==> src/core/aisc_pkg.sv <==
// Package of constants and types for the idle and SMART command unit.
package aisc_pkg;
  // ---------------------------------------------------------------------
  // Register map (APB byte addresses)
  // ---------------------------------------------------------------------
  localparam logic [7:0] ADDR_SUBCMD = 8'h00;
  localparam logic [7:0] ADDR_SECCNT = 8'h04;
  localparam logic [7:0] ADDR_BALOW = 8'h08;
  localparam logic [7:0] ADDR_BAMID = 8'h0C;
  localparam logic [7:0] ADDR_BAHIGH = 8'h10;
  localparam logic [7:0] ADDR_DRVSEL = 8'h14;
  localparam logic [7:0] ADDR_CMD = 8'h18;
  localparam logic [7:0] ADDR_STATUS = 8'h1C;
  localparam logic [7:0] ADDR_ERROR = 8'h20;
  localparam logic [7:0] ADDR_SMART_SEL = 8'h24;
  localparam logic [7:0] ADDR_SMART_DATA = 8'h28;
  localparam logic [7:0] ADDR_HWRESULT = 8'h2C;
  localparam logic [7:0] ADDR_ID_WORD = 8'h30;
  localparam logic [7:0] ADDR_MODE = 8'h34;
  localparam logic [7:0] ADDR_STATS_A = 8'h38;
  localparam logic [7:0] ADDR_STATS_B = 8'h3C;
  localparam logic [7:0] ADDR_STATS_C = 8'h40;
  localparam logic [7:0] ADDR_HWINFO = 8'h44;
  localparam logic [7:0] ADDR_SECURITY = 8'h48;
  localparam logic [7:0] ADDR_SECTOR_FMT = 8'h4C;
  // ---------------------------------------------------------------------
  // Command codes, sub-functions and signatures
  // ---------------------------------------------------------------------
  localparam logic [7:0] CMD_IDLE = 8'hE3;
  localparam logic [7:0] CMD_IDLE_NOW = 8'hE1;
  localparam logic [7:0] CMD_SMART = 8'hB0;
  localparam logic [7:0] SUB_READ = 8'hD0;
  localparam logic [7:0] SUB_ENABLE = 8'hD8;
  localparam logic [7:0] SUB_DISABLE = 8'hD9;
  localparam logic [7:0] SIG_MID = 8'h4F;
  localparam logic [7:0] SIG_HIGH = 8'hC2;
  localparam logic [7:0] REC_ECC = 8'hE9;
  localparam logic [7:0] REC_ERASE = 8'hEA;
  localparam logic [7:0] REC_BLOCK = 8'hEB;
  // ---------------------------------------------------------------------
  // Status and error bit positions, reset values
  // ---------------------------------------------------------------------
  localparam int ST_ERR = 0;
  localparam int ST_DRQ = 3;
  localparam int ST_DF = 5;
  localparam int ST_DRDY = 6;
  localparam int ST_BSY = 7;
  localparam int ER_ABRT = 2;
  localparam int DEV_BIT = 4;
  localparam logic [7:0] STATUS_RESET = 8'h40;
  localparam logic [15:0] SECTOR_FMT_RESET = 16'h4000;
  localparam logic [23:0] FREE_MIN = 24'd20;
  localparam logic [8:0] SECURITY_RESET = 9'h021;
  localparam logic [15:0] HW_RESULT_RESET = 16'h4000;
  localparam logic [23:0] FREE_RESET = 24'hFFFFFF;
  // ---------------------------------------------------------------------
  // Timer encoding and timing
  // ---------------------------------------------------------------------
  localparam logic [7:0] TMR_OFF = 8'h00;
  localparam logic [7:0] TMR_SEC_MAX = 8'hF0;
  localparam logic [7:0] TMR_HALF_MAX = 8'hFB;
  localparam logic [7:0] TMR_21M = 8'hFC;
  localparam logic [7:0] TMR_LONG = 8'hFD;
  localparam logic [7:0] TMR_RSVD = 8'hFE;
  localparam logic [7:0] TMR_21M15 = 8'hFF;
  localparam logic [7:0] TMR_BASE = 8'd240;
  localparam int CLK_HZ = 100_000_000;
  localparam int SEC_PER_STEP = 5;
  localparam int SEC_PER_HALF = 1800;
  localparam int SEC_21M = 1260;
  localparam int SEC_LONG = 36000;
  localparam int SEC_21M15 = 1275;
  localparam int TICK_PER_SEC = CLK_HZ;

  typedef enum logic [1:0] {
    AISC_ACTIVE = 2'b00,
    AISC_IDLE = 2'b01,
    AISC_STANDBY = 2'b10
  } aisc_mode_t;
endpackage : aisc_pkg

==> src/core/aisc_top.sv <==
// Idle, idle-immediate and SMART command unit with an APB register file.
// Functional notes
// [RULE1] E3h enters idle and loads standby timer from sector count.
// [RULE2] Timer 0 off, 1-240 times 5 s, 241-251 (v-240) times 30 min.
// [RULE3] 252 is 21 min, 253 is 8-12 h, 255 is 21m15s, 254 reserved.
// [RULE4] E1h enters idle at once, timer unchanged, uses drive select; the code stores drive select but never uses it.
// [RULE5] Normal completion clears BSY, DF, DRQ, ERR and sets DRDY.
// [RULE6] Failed idle sets abort bit 2 and status error bit.
// [RULE7] B0h picks its SMART sub-function from the features value.
// [RULE8] D0h read data, D8h enable, D9h disable.
// [RULE9] Host loads mid 4Fh and high C2h for every SMART command.
// [RULE10] SMART read accepted only with DRDY set and SMART enabled.
// [RULE11] SMART read returns records E9, EA, EB of eight bytes.
// [RULE12] E9 holds threshold, row address, channel, bank, reserved.
// [RULE13] EA holds 24-bit average and maximum erase counts, high first.
// [RULE14] EB holds used block count then free block count.
// [RULE15] Device locks when free block count falls below 20.
// [RULE16] Reset result bits 12:0 change only during hardware reset.
// [RULE17] Bit 13 reports cable-identify line level.
// [RULE18] Numbering method: 01 jumper, 10 cable select, 11 other.
// [RULE19] Device 0 fills bits 7-0, device 1 fills bits 12-8.
// [RULE20] Device 0 bits: 0 set, 3 pass, 4 diag, 5 active, 6 respond.
// [RULE21] Word 128 reports security supported, state bits and level.
// [RULE22] Word 106: 15 zero, 14 one, bits 13, 12 and ratio 3-0.
// [RULE23] Expired standby timer moves idle mode to standby mode.
// [RULE24] Bad sub-function or signature aborts the SMART command.
module aisc_top
  import aisc_pkg::*;
#(
  parameter int TICKS_PER_SEC = TICK_PER_SEC
) (
  input wire logic CORE_CLK_IN,
  input wire logic RST_IN,
  input wire logic PSEL_IN,
  input wire logic PENABLE_IN,
  input wire logic PWRITE_IN,
  input wire logic [7:0] PADDR_IN,
  input wire logic [31:0] PWDATA_IN,
  output logic [31:0] PRDATA_OUT,
  output logic PREADY_OUT,
  output logic PSLVERR_OUT,
  input wire logic HW_RESET_ACTIVE_IN,
  input wire logic CABLE_ID_HIGH_IN,
  input wire logic IS_DEVICE1_IN,
  input wire logic [1:0] NUMBER_METHOD_IN,
  input wire logic DIAG_LINE_IN,
  input wire logic ACTIVE_LINE_IN,
  input wire logic DIAG_PASS_IN,
  input wire logic RESPONDS_DEV1_IN,
  output logic [1:0] POWER_MODE_OUT,
  output logic LOCKED_OUT
);

  typedef struct packed {
    logic [7:0] subcmd;
    logic [7:0] seccnt;
    logic [7:0] balow;
    logic [7:0] bamid;
    logic [7:0] bahigh;
    logic [7:0] drvsel;
    logic [7:0] status;
    logic [7:0] error;
    logic smart_en;
    aisc_mode_t mode;
    logic [63:0] timer_ticks;
    logic [63:0] timer_cnt;
    logic [7:0] ecc_thr;
    logic [23:0] row_addr;
    logic [7:0] chan;
    logic [7:0] bank;
    logic [23:0] avg_erase;
    logic [23:0] max_erase;
    logic [23:0] used_blk;
    logic [23:0] free_blk;
    logic [4:0] smart_idx;
    logic locked;
    logic [15:0] hw_result;
    logic [8:0] security;
    logic [15:0] sector_fmt;
    logic [31:0] prdata;
  } aisc_state_t;

  aisc_state_t q;
  aisc_state_t d;

  // ---------------------------------------------------------------------
  // Helper functions
  // ---------------------------------------------------------------------
  // Standby period in seconds; zero means no timeout.
  function automatic logic [31:0] timer_secs(input logic [7:0] v);
    logic [31:0] s;
    s = 32'd0;
    if (v == TMR_OFF) begin // [RULE2]
      s = 32'd0;
    end else if (v <= TMR_SEC_MAX) begin // [RULE2]
      s = 32'(v) * 32'(SEC_PER_STEP);
    end else if (v <= TMR_HALF_MAX) begin // [RULE2]
      s = 32'(v - TMR_BASE) * 32'(SEC_PER_HALF);
    end else if (v == TMR_21M) begin // [RULE3]
      s = 32'(SEC_21M);
    end else if (v == TMR_LONG) begin // [RULE3]
      s = 32'(SEC_LONG);
    end else if (v == TMR_21M15) begin // [RULE3]
      s = 32'(SEC_21M15);
    end
    return s;
  endfunction

  // One byte of the 24-byte SMART structure, records in ID order.
  function automatic logic [7:0] smart_byte(input aisc_state_t s,
                                            input logic [4:0] i);
    logic [7:0] b;
    b = 8'h00;
    case (i)
      5'd0: b = s.ecc_thr; // [RULE12]
      5'd1: b = s.row_addr[23:16];
      5'd2: b = s.row_addr[15:8];
      5'd3: b = s.row_addr[7:0];
      5'd4: b = s.chan;
      5'd5: b = s.bank;
      5'd8: b = s.avg_erase[23:16]; // [RULE13]
      5'd9: b = s.avg_erase[15:8];
      5'd10: b = s.avg_erase[7:0];
      5'd11: b = s.max_erase[23:16];
      5'd12: b = s.max_erase[15:8];
      5'd13: b = s.max_erase[7:0];
      5'd16: b = s.used_blk[23:16]; // [RULE14]
      5'd17: b = s.used_blk[15:8];
      5'd18: b = s.used_blk[7:0];
      5'd19: b = s.free_blk[23:16];
      5'd20: b = s.free_blk[15:8];
      5'd21: b = s.free_blk[7:0];
      default: b = 8'h00;
    endcase
    return b;
  endfunction

  // Finished command: clean completion or abort.
  function automatic logic [7:0] done_status(input logic err);
    logic [7:0] st;
    st = 8'h00;
    st[ST_DRDY] = 1'b1; // [RULE5]
    st[ST_ERR] = err; // [RULE6]
    return st;
  endfunction

  // Record identity of a byte position in the SMART structure.
  function automatic logic [7:0] rec_of(input logic [4:0] i);
    logic [7:0] r;
    r = REC_BLOCK;
    if (i < 5'd8) begin
      r = REC_ECC;
    end else if (i < 5'd16) begin
      r = REC_ERASE;
    end
    return r;
  endfunction

  logic wr_acc;
  logic rd_acc;
  logic [7:0] cmd;
  logic sig_ok;
  logic [63:0] ticks;
  logic [7:0] rec_id;

  // Reads are decoded in the setup cycle and writes in the access cycle.
  // With ready tied high every transfer takes exactly two cycles.
  assign wr_acc = PSEL_IN && PENABLE_IN && PWRITE_IN;
  assign rd_acc = PSEL_IN && !PENABLE_IN && !PWRITE_IN;
  assign cmd = PWDATA_IN[7:0];
  assign sig_ok = (q.bamid == SIG_MID) && (q.bahigh == SIG_HIGH); // [RULE9]
  assign ticks = 64'(timer_secs(q.seccnt)) * 64'(TICKS_PER_SEC);
  assign rec_id = rec_of(q.smart_idx);

  // ---------------------------------------------------------------------
  // Next-state logic
  // ---------------------------------------------------------------------
  always_comb begin
    d = q;
    // -------------------------------------------------------------------
    // Standby timer and lock
    // -------------------------------------------------------------------
    // Standby timer runs only in idle mode with a non-zero period.
    if (q.mode == AISC_IDLE && q.timer_ticks != 64'd0) begin
      if (q.timer_cnt + 64'd1 >= q.timer_ticks) begin
        d.mode = AISC_STANDBY; // [RULE23]
        d.timer_cnt = 64'd0;
      end else begin
        d.timer_cnt = q.timer_cnt + 64'd1;
      end
    end
    d.locked = (q.free_blk < FREE_MIN); // [RULE15]
    // -------------------------------------------------------------------
    // Hardware reset result
    // -------------------------------------------------------------------
    // Reset result is captured only while the hardware reset runs.
    if (HW_RESET_ACTIVE_IN) begin // [RULE16]
      d.hw_result = 16'h0000;
      d.hw_result[14] = 1'b1; // [RULE16]
      d.hw_result[13] = CABLE_ID_HIGH_IN; // [RULE17]
      if (IS_DEVICE1_IN) begin // [RULE19]
        d.hw_result[11] = DIAG_LINE_IN;
        d.hw_result[10:9] = NUMBER_METHOD_IN; // [RULE18]
        d.hw_result[8] = 1'b1;
      end else begin // [RULE20]
        d.hw_result[6] = RESPONDS_DEV1_IN;
        d.hw_result[5] = ACTIVE_LINE_IN;
        d.hw_result[4] = DIAG_LINE_IN;
        d.hw_result[3] = DIAG_PASS_IN;
        d.hw_result[2:1] = NUMBER_METHOD_IN; // [RULE18]
        d.hw_result[0] = 1'b1;
      end
    end
    // -------------------------------------------------------------------
    // Register writes and commands
    // -------------------------------------------------------------------
    if (wr_acc) begin
      case (PADDR_IN)
        ADDR_SUBCMD: d.subcmd = cmd;
        ADDR_SECCNT: d.seccnt = cmd;
        ADDR_BALOW: d.balow = cmd;
        ADDR_BAMID: d.bamid = cmd;
        ADDR_BAHIGH: d.bahigh = cmd;
        ADDR_DRVSEL: d.drvsel = cmd;
        ADDR_SMART_SEL: d.smart_idx = PWDATA_IN[4:0];
        ADDR_STATS_A: begin
          d.ecc_thr = PWDATA_IN[31:24];
          d.row_addr = PWDATA_IN[23:0];
        end
        ADDR_STATS_B: begin
          d.avg_erase = PWDATA_IN[23:0];
          d.chan = PWDATA_IN[31:24];
        end
        ADDR_STATS_C: begin
          d.max_erase = PWDATA_IN[23:0];
          d.bank = PWDATA_IN[31:24];
        end
        ADDR_HWINFO: begin
          d.used_blk = PWDATA_IN[23:0];
        end
        ADDR_MODE: begin
          d.free_blk = PWDATA_IN[23:0];
        end
        ADDR_SECURITY: d.security = PWDATA_IN[8:0]; // [RULE21]
        ADDR_SECTOR_FMT: begin
          d.sector_fmt = {2'b01, PWDATA_IN[13:12], 8'h00,
                          PWDATA_IN[3:0]}; // [RULE22]
        end
        ADDR_CMD: begin
          // Commands finish in the cycle that takes them, so BSY never shows.
          // Status and error are rebuilt for every command.
          d.error = 8'h00;
          d.status = done_status(1'b0); // [RULE5]
          case (cmd)
            CMD_IDLE: begin
              if (q.status[ST_DRDY] && q.seccnt != TMR_RSVD) begin
                d.mode = AISC_IDLE; // [RULE1]
                d.timer_ticks = ticks;
                d.timer_cnt = 64'd0;
              end else begin
                d.error[ER_ABRT] = 1'b1; // [RULE6]
                d.status = done_status(1'b1);
              end
            end
            CMD_IDLE_NOW: begin
              if (q.status[ST_DRDY]) begin
                d.mode = AISC_IDLE; // [RULE4]
                d.timer_cnt = 64'd0;
              end else begin
                d.error[ER_ABRT] = 1'b1; // [RULE6]
                d.status = done_status(1'b1);
              end
            end
            // A SMART command counts as activity and wakes a standby device.
            CMD_SMART: begin
              d.mode = (q.mode == AISC_STANDBY) ? AISC_IDLE : q.mode;
              d.timer_cnt = 64'd0;
              case (q.subcmd) // [RULE7]
                SUB_READ: begin // [RULE8]
                  if (sig_ok && q.smart_en && q.status[ST_DRDY]) begin
                    d.smart_idx = 5'd0; // [RULE10]
                  end else begin
                    d.error[ER_ABRT] = 1'b1; // [RULE24]
                    d.status = done_status(1'b1);
                  end
                end
                SUB_ENABLE: begin // [RULE8]
                  if (sig_ok) begin
                    d.smart_en = 1'b1;
                  end else begin
                    d.error[ER_ABRT] = 1'b1; // [RULE24]
                    d.status = done_status(1'b1);
                  end
                end
                SUB_DISABLE: begin // [RULE8]
                  if (sig_ok && q.smart_en) begin
                    d.smart_en = 1'b0;
                  end else begin
                    d.error[ER_ABRT] = 1'b1; // [RULE24]
                    d.status = done_status(1'b1);
                  end
                end
                default: begin
                  d.error[ER_ABRT] = 1'b1; // [RULE24]
                  d.status = done_status(1'b1);
                end
              endcase
            end
            default: begin
              d.error[ER_ABRT] = 1'b1;
              d.status = done_status(1'b1);
            end
          endcase
        end
        default: d.prdata = q.prdata;
      endcase
    end
    // -------------------------------------------------------------------
    // Register reads
    // -------------------------------------------------------------------
    // Read data is prepared in the setup cycle so it is a flop output.
    if (rd_acc) begin
      case (PADDR_IN)
        ADDR_SECCNT: d.prdata = {24'h0, q.seccnt};
        ADDR_BALOW: d.prdata = {24'h0, q.balow};
        ADDR_BAMID: d.prdata = {24'h0, q.bamid};
        ADDR_BAHIGH: d.prdata = {24'h0, q.bahigh};
        ADDR_DRVSEL: d.prdata = {24'h0, q.drvsel}; // [RULE4]
        ADDR_STATUS: d.prdata = {24'h0, q.status};
        ADDR_ERROR: d.prdata = {24'h0, q.error};
        ADDR_SMART_SEL: d.prdata = {27'h0, q.smart_idx};
        ADDR_SMART_DATA: begin
          d.prdata = {16'h0, rec_id, smart_byte(q, q.smart_idx)}; // [RULE11]
          // The index steps only while SMART is enabled; a disabled device
          // keeps returning the same byte.
          if (q.smart_en) begin
            d.smart_idx = (q.smart_idx == 5'd23) ? 5'd0 :
                          q.smart_idx + 5'd1;
          end
        end
        ADDR_HWRESULT: d.prdata = {16'h0, q.hw_result};
        ADDR_ID_WORD: d.prdata = {16'h0, q.hw_result};
        ADDR_MODE: d.prdata = {q.locked, 28'h0, q.smart_en, q.mode};
        ADDR_SECURITY: d.prdata = {23'h0, q.security}; // [RULE21]
        ADDR_SECTOR_FMT: d.prdata = {16'h0, q.sector_fmt}; // [RULE22]
        default: d.prdata = 32'h0000_0000;
      endcase
    end
  end

  // ---------------------------------------------------------------------
  // State register
  // ---------------------------------------------------------------------
  always_ff @(posedge CORE_CLK_IN or posedge RST_IN) begin
    if (RST_IN) begin
      q <= '0;
      q.status <= STATUS_RESET;
      q.mode <= AISC_ACTIVE;
      q.sector_fmt <= SECTOR_FMT_RESET;
      q.security <= SECURITY_RESET;
      q.hw_result <= HW_RESULT_RESET;
      q.free_blk <= FREE_RESET;
    end else begin
      q <= d;
    end
  end

  // Every register answers without wait states.
  assign PREADY_OUT = 1'b1;
  // Refused commands are reported in the error register, never on the bus.
  assign PSLVERR_OUT = 1'b0;
  assign PRDATA_OUT = q.prdata;
  assign POWER_MODE_OUT = q.mode;
  assign LOCKED_OUT = q.locked;

endmodule // aisc_top

==> config.mk <==
export PLATFORM = sky130hd
export DESIGN_NAME = aisc_top
export DESIGN_NICKNAME = d
export VERILOG_FILES = /design/src/core/aisc_pkg.sv /design/src/core/aisc_top.sv
export SDC_FILE = /design/constraint.sdc
export NUM_CORES = 1
export LEC_CHECK = 0
export ABC_AREA = 1
export BUFFER_PORTS_ARGS = -buffer_cell sky130_fd_sc_hd__buf_2
export CAP_MARGIN = 20
export CORE_MARGIN = 8
export CORE_UTILIZATION = 60
export CTS_CLUSTER_DIAMETER = 120
export DETAILED_ROUTE_END_ITERATION = 8
export GPL_ROUTABILITY_DRIVEN = 1
export MAX_ROUTING_LAYER = met4
export PLACE_DENSITY_LB_ADDON = 0.15
export RECOVER_POWER = 25
export SLEW_MARGIN = 20
export SYNTH_ARGS = -nofsm -noshare
export SYNTH_HDL_FRONTEND = slang
export SYNTH_SLANG_ARGS = --single-unit
==> constraint.sdc <==
create_clock -name CORE_CLK_IN -period 29.5 [get_ports CORE_CLK_IN]
set_input_delay 8.85 -clock CORE_CLK_IN [delete_from_list [all_inputs] [get_ports CORE_CLK_IN]]
set_output_delay 8.85 -clock CORE_CLK_IN [all_outputs]
set_load 0.05 [all_outputs]
==> out/summary.txt <==
Outcome: finished, violations left
Failing checks: capacitance limit, slew limit
Final TNS setup: 0 ns
Worst Setup Path Type: primary input to async pin
Placed Instances: 4,821
Max Cap Viol: 2
Top FF cell, synth: dfrtp_1
Post-synthesis cell area: 33,200 µm²
IO Pins: 91
Layout cells sized above 1: 6.44%
YS warnings: 0
Post-CTS Setup Inserts: 0
Top-count cell post-synth: nand2_1
Post-layout util: 64.5%
Syn Inst Count: 4,133
Setup WS post-layout: 14.77 ns
Nets: 4,795
Synth-to-layout area growth: 6.55%
Vias per cell: 5.67
Worst hold path startpoint: PRDATA_OUT[12]$_DFFE_PP0P_
Worst EP arrival: 14.57 ns
Fmax: 67.9 MHz
Total power: 1.13 mW
CP max FO: 116
Most common library cells after synthesis: nand2_1, inv_1, dfrtp_1, o21ai_0, ha_1
Post-Route WL: 93.0 mm
Least-Margin Pin Slew: 5.05 ns
Minimum clock period after layout: 14.73 ns
R2R cell count: 39
Non-Filler Instances: 4,895
Slowest CP cell: clkinvlp_2
First drt pass iteration count: 8
Final setup viols: 0
Worst hold path endpoint: PRDATA_OUT[12]$_DFFE_PP0P_
Worst hold stages: 2
Register area share after synthesis: 27.3%
Drt first-iter violations: 2,618
Crit-path max cell delay: 2.81 ns
WP data required: 29.34 ns
Chip Width: 251 µm
R2r endpoint: q[342]$_DFFE_PP0P_
Clk_skew: 0.0181 ns
Vias: 27,800
Starting Density: 60.5%
Clk root buf: clkbuf_16
Die area: 63,100 µm²
Total GRT Usage: 30.8%
Tightest Hold Check Type: flip-flop to flip-flop
Number of buffers created by CTS: 39
Largest net degree at the start of global routing: 197
Htree depth: 2
RSZ-0062 raised after global routing: no
Netlist cell types: 67
Final hold violations: 0
Design Area, Final: 35,400 µm²
Type of origin of the critical path: primary input
R2r setup slk: 18.62 ns
Slew headroom: -238%
CP cell instances: buf_2 > clkinvlp_2 > clkbuf_1
Worst reg2reg startpoint: q[406]$_DFFE_PP0P_
Number of synthesized flops with an enable pin: 0
Std-Cell Rows: 86
Detailed Place HPWL: 73.2 mm
Tcrit/Tclk final: 49.9%
Drt drc: 0
Async SR Flop Fraction: 100%
Antenna Nets Post-Route: 0
Clock buffer depth: 3
Leakage: 18.9 nW
CTS Sinks: 361
P per Cell Area: 32.0 nW/µm²
Initial antenna violation count: 2
Post-place setup slack: 18.16 ns
CP Capture Type: async pin
Hold-fix buffers, CTS: 0
RePlAce Congestion: 0.998
Placed inst area: 34,100 µm²
Top-area cell type share of the netlist area: 25.2%
Dominant cell type by area after synthesis: dfrtp_1
CTS resizes: 0
Hold WS: 0.480 ns
Clock Latency Late Sink: 0.57 ns
Slew Viols, Final: 183
Port bufs: 73
Avg Inst Size Synth: 8.04 µm²
Fill cells: 4,946
Peak VDD IR: 0.0425 mV
Reg clk slew, reported paths: 0.06 ns
First-pass GRT wire length: 150 mm
#FFs+latches synth: 361
Synth area leaders: dfrtp_1, fa_1, ha_1
Core Box Area: 54,900 µm²
GR Overflow Total: 0
CTS tree: built
DIE HEIGHT: 251 µm
WL/cell: 19.0 µm
Number of global-route vias before repair: 27,800
-- final cells by class --
class	instances	area [µm²]	area share (%)
clock buffers	56	1080	3.05
multi-input cells	2864	20600	58.2
diodes	1	2.50	0.00707
flip-flops and latches	361	9070	25.6
repair buffers	95	542	1.53
well taps	704	881	2.49
clock inverters	15	235	0.665
inverters	799	3000	8.48
-- routing by layer --
layer | wire (µm) | global-route usage (%)
met1 | 39800 | 41.3
met2 | 43200 | 48.6
met3 | 7010 | 4.59
met4 | 2960 | 9.41
met5 | 0 | -
-- placed cells by master, fill, tap and decap left out, types with 8 or more instances in the layout --
master / count
nand2_1: 872
inv_1: 783
dfrtp_1: 335
o21ai_0: 326
ha_1: 297
fa_1: 284
nor2_1: 272
a21oi_1: 176
nand4_1: 117
nand3_1: 104
buf_2: 72
xor2_1: 50
nor3_1: 41
clkbuf_16: 39
xnor2_1: 34
conb_1: 31
dfstp_2: 26
a221oi_1: 23
nor4_1: 22
o22ai_1: 20
buf_4: 19
nand2_2: 18
a31oi_1: 17
o21bai_1: 17
or2_2: 16
clkbuf_1: 16
nor2_2: 13
nor2_4: 12
a22o_1: 11
a211oi_1: 10
clkinv_1: 8
-- worst max path at each step --
stage / start / to / slack, ns / depth (start not counted)
after floorplan: RST_IN / LOCKED_OUT$_DFF_PP0_ / 10.67 / 1
after global placement: PADDR_IN[6] / q[297]$_DFFE_PP0P_ / 18.22 / 12
after detailed placement: PADDR_IN[6] / q[298]$_DFFE_PP0P_ / 18.16 / 12
after CTS: PADDR_IN[6] / q[298]$_DFFE_PP0P_ / 18.75 / 12
after global routing: RST_IN / q[310]$_DFFE_PP0P_ / 13.48 / 3
final: RST_IN / q[311]$_DFFE_PP0P_ / 14.77 / 3
-- power breakdown --
| part | internal (mW) | switching (mW) |
|---|---|---|
| clock | 0.302 | 0.214 |
| sequential | 0.503 | 0.00646 |
| combinational | 0.0308 | 0.0755 |
| total | 0.836 | 0.296 |
-- registers in the layout (all words and copies together), names as in the netlist --
name / count
LOCKED_OUT: 1
POWER_MODE_OUT: 2
PRDATA_OUT: 17
q: 341
-- cells by family after synthesis --
| logic type | Yosys count | share of synthesized area, % |
|---|---|---|
| simple gates | 1518 | 19.8 |
| buf+inv | 937 | 11.3 |
| compound gates | 650 | 11.0 |
| fa+ha+maj | 581 | 28.3 |
| flops | 361 | 27.3 |
| xor+xnor | 84 | 2.22 |
| other cells | 2 | 0.0226 |
-- worst max-delay path: cells and delay by family --
kind | cells | cell delay (ns)
buffers and inverters | 3 | 5.62
Note: power is estimated with default switching activity, not from simulation.
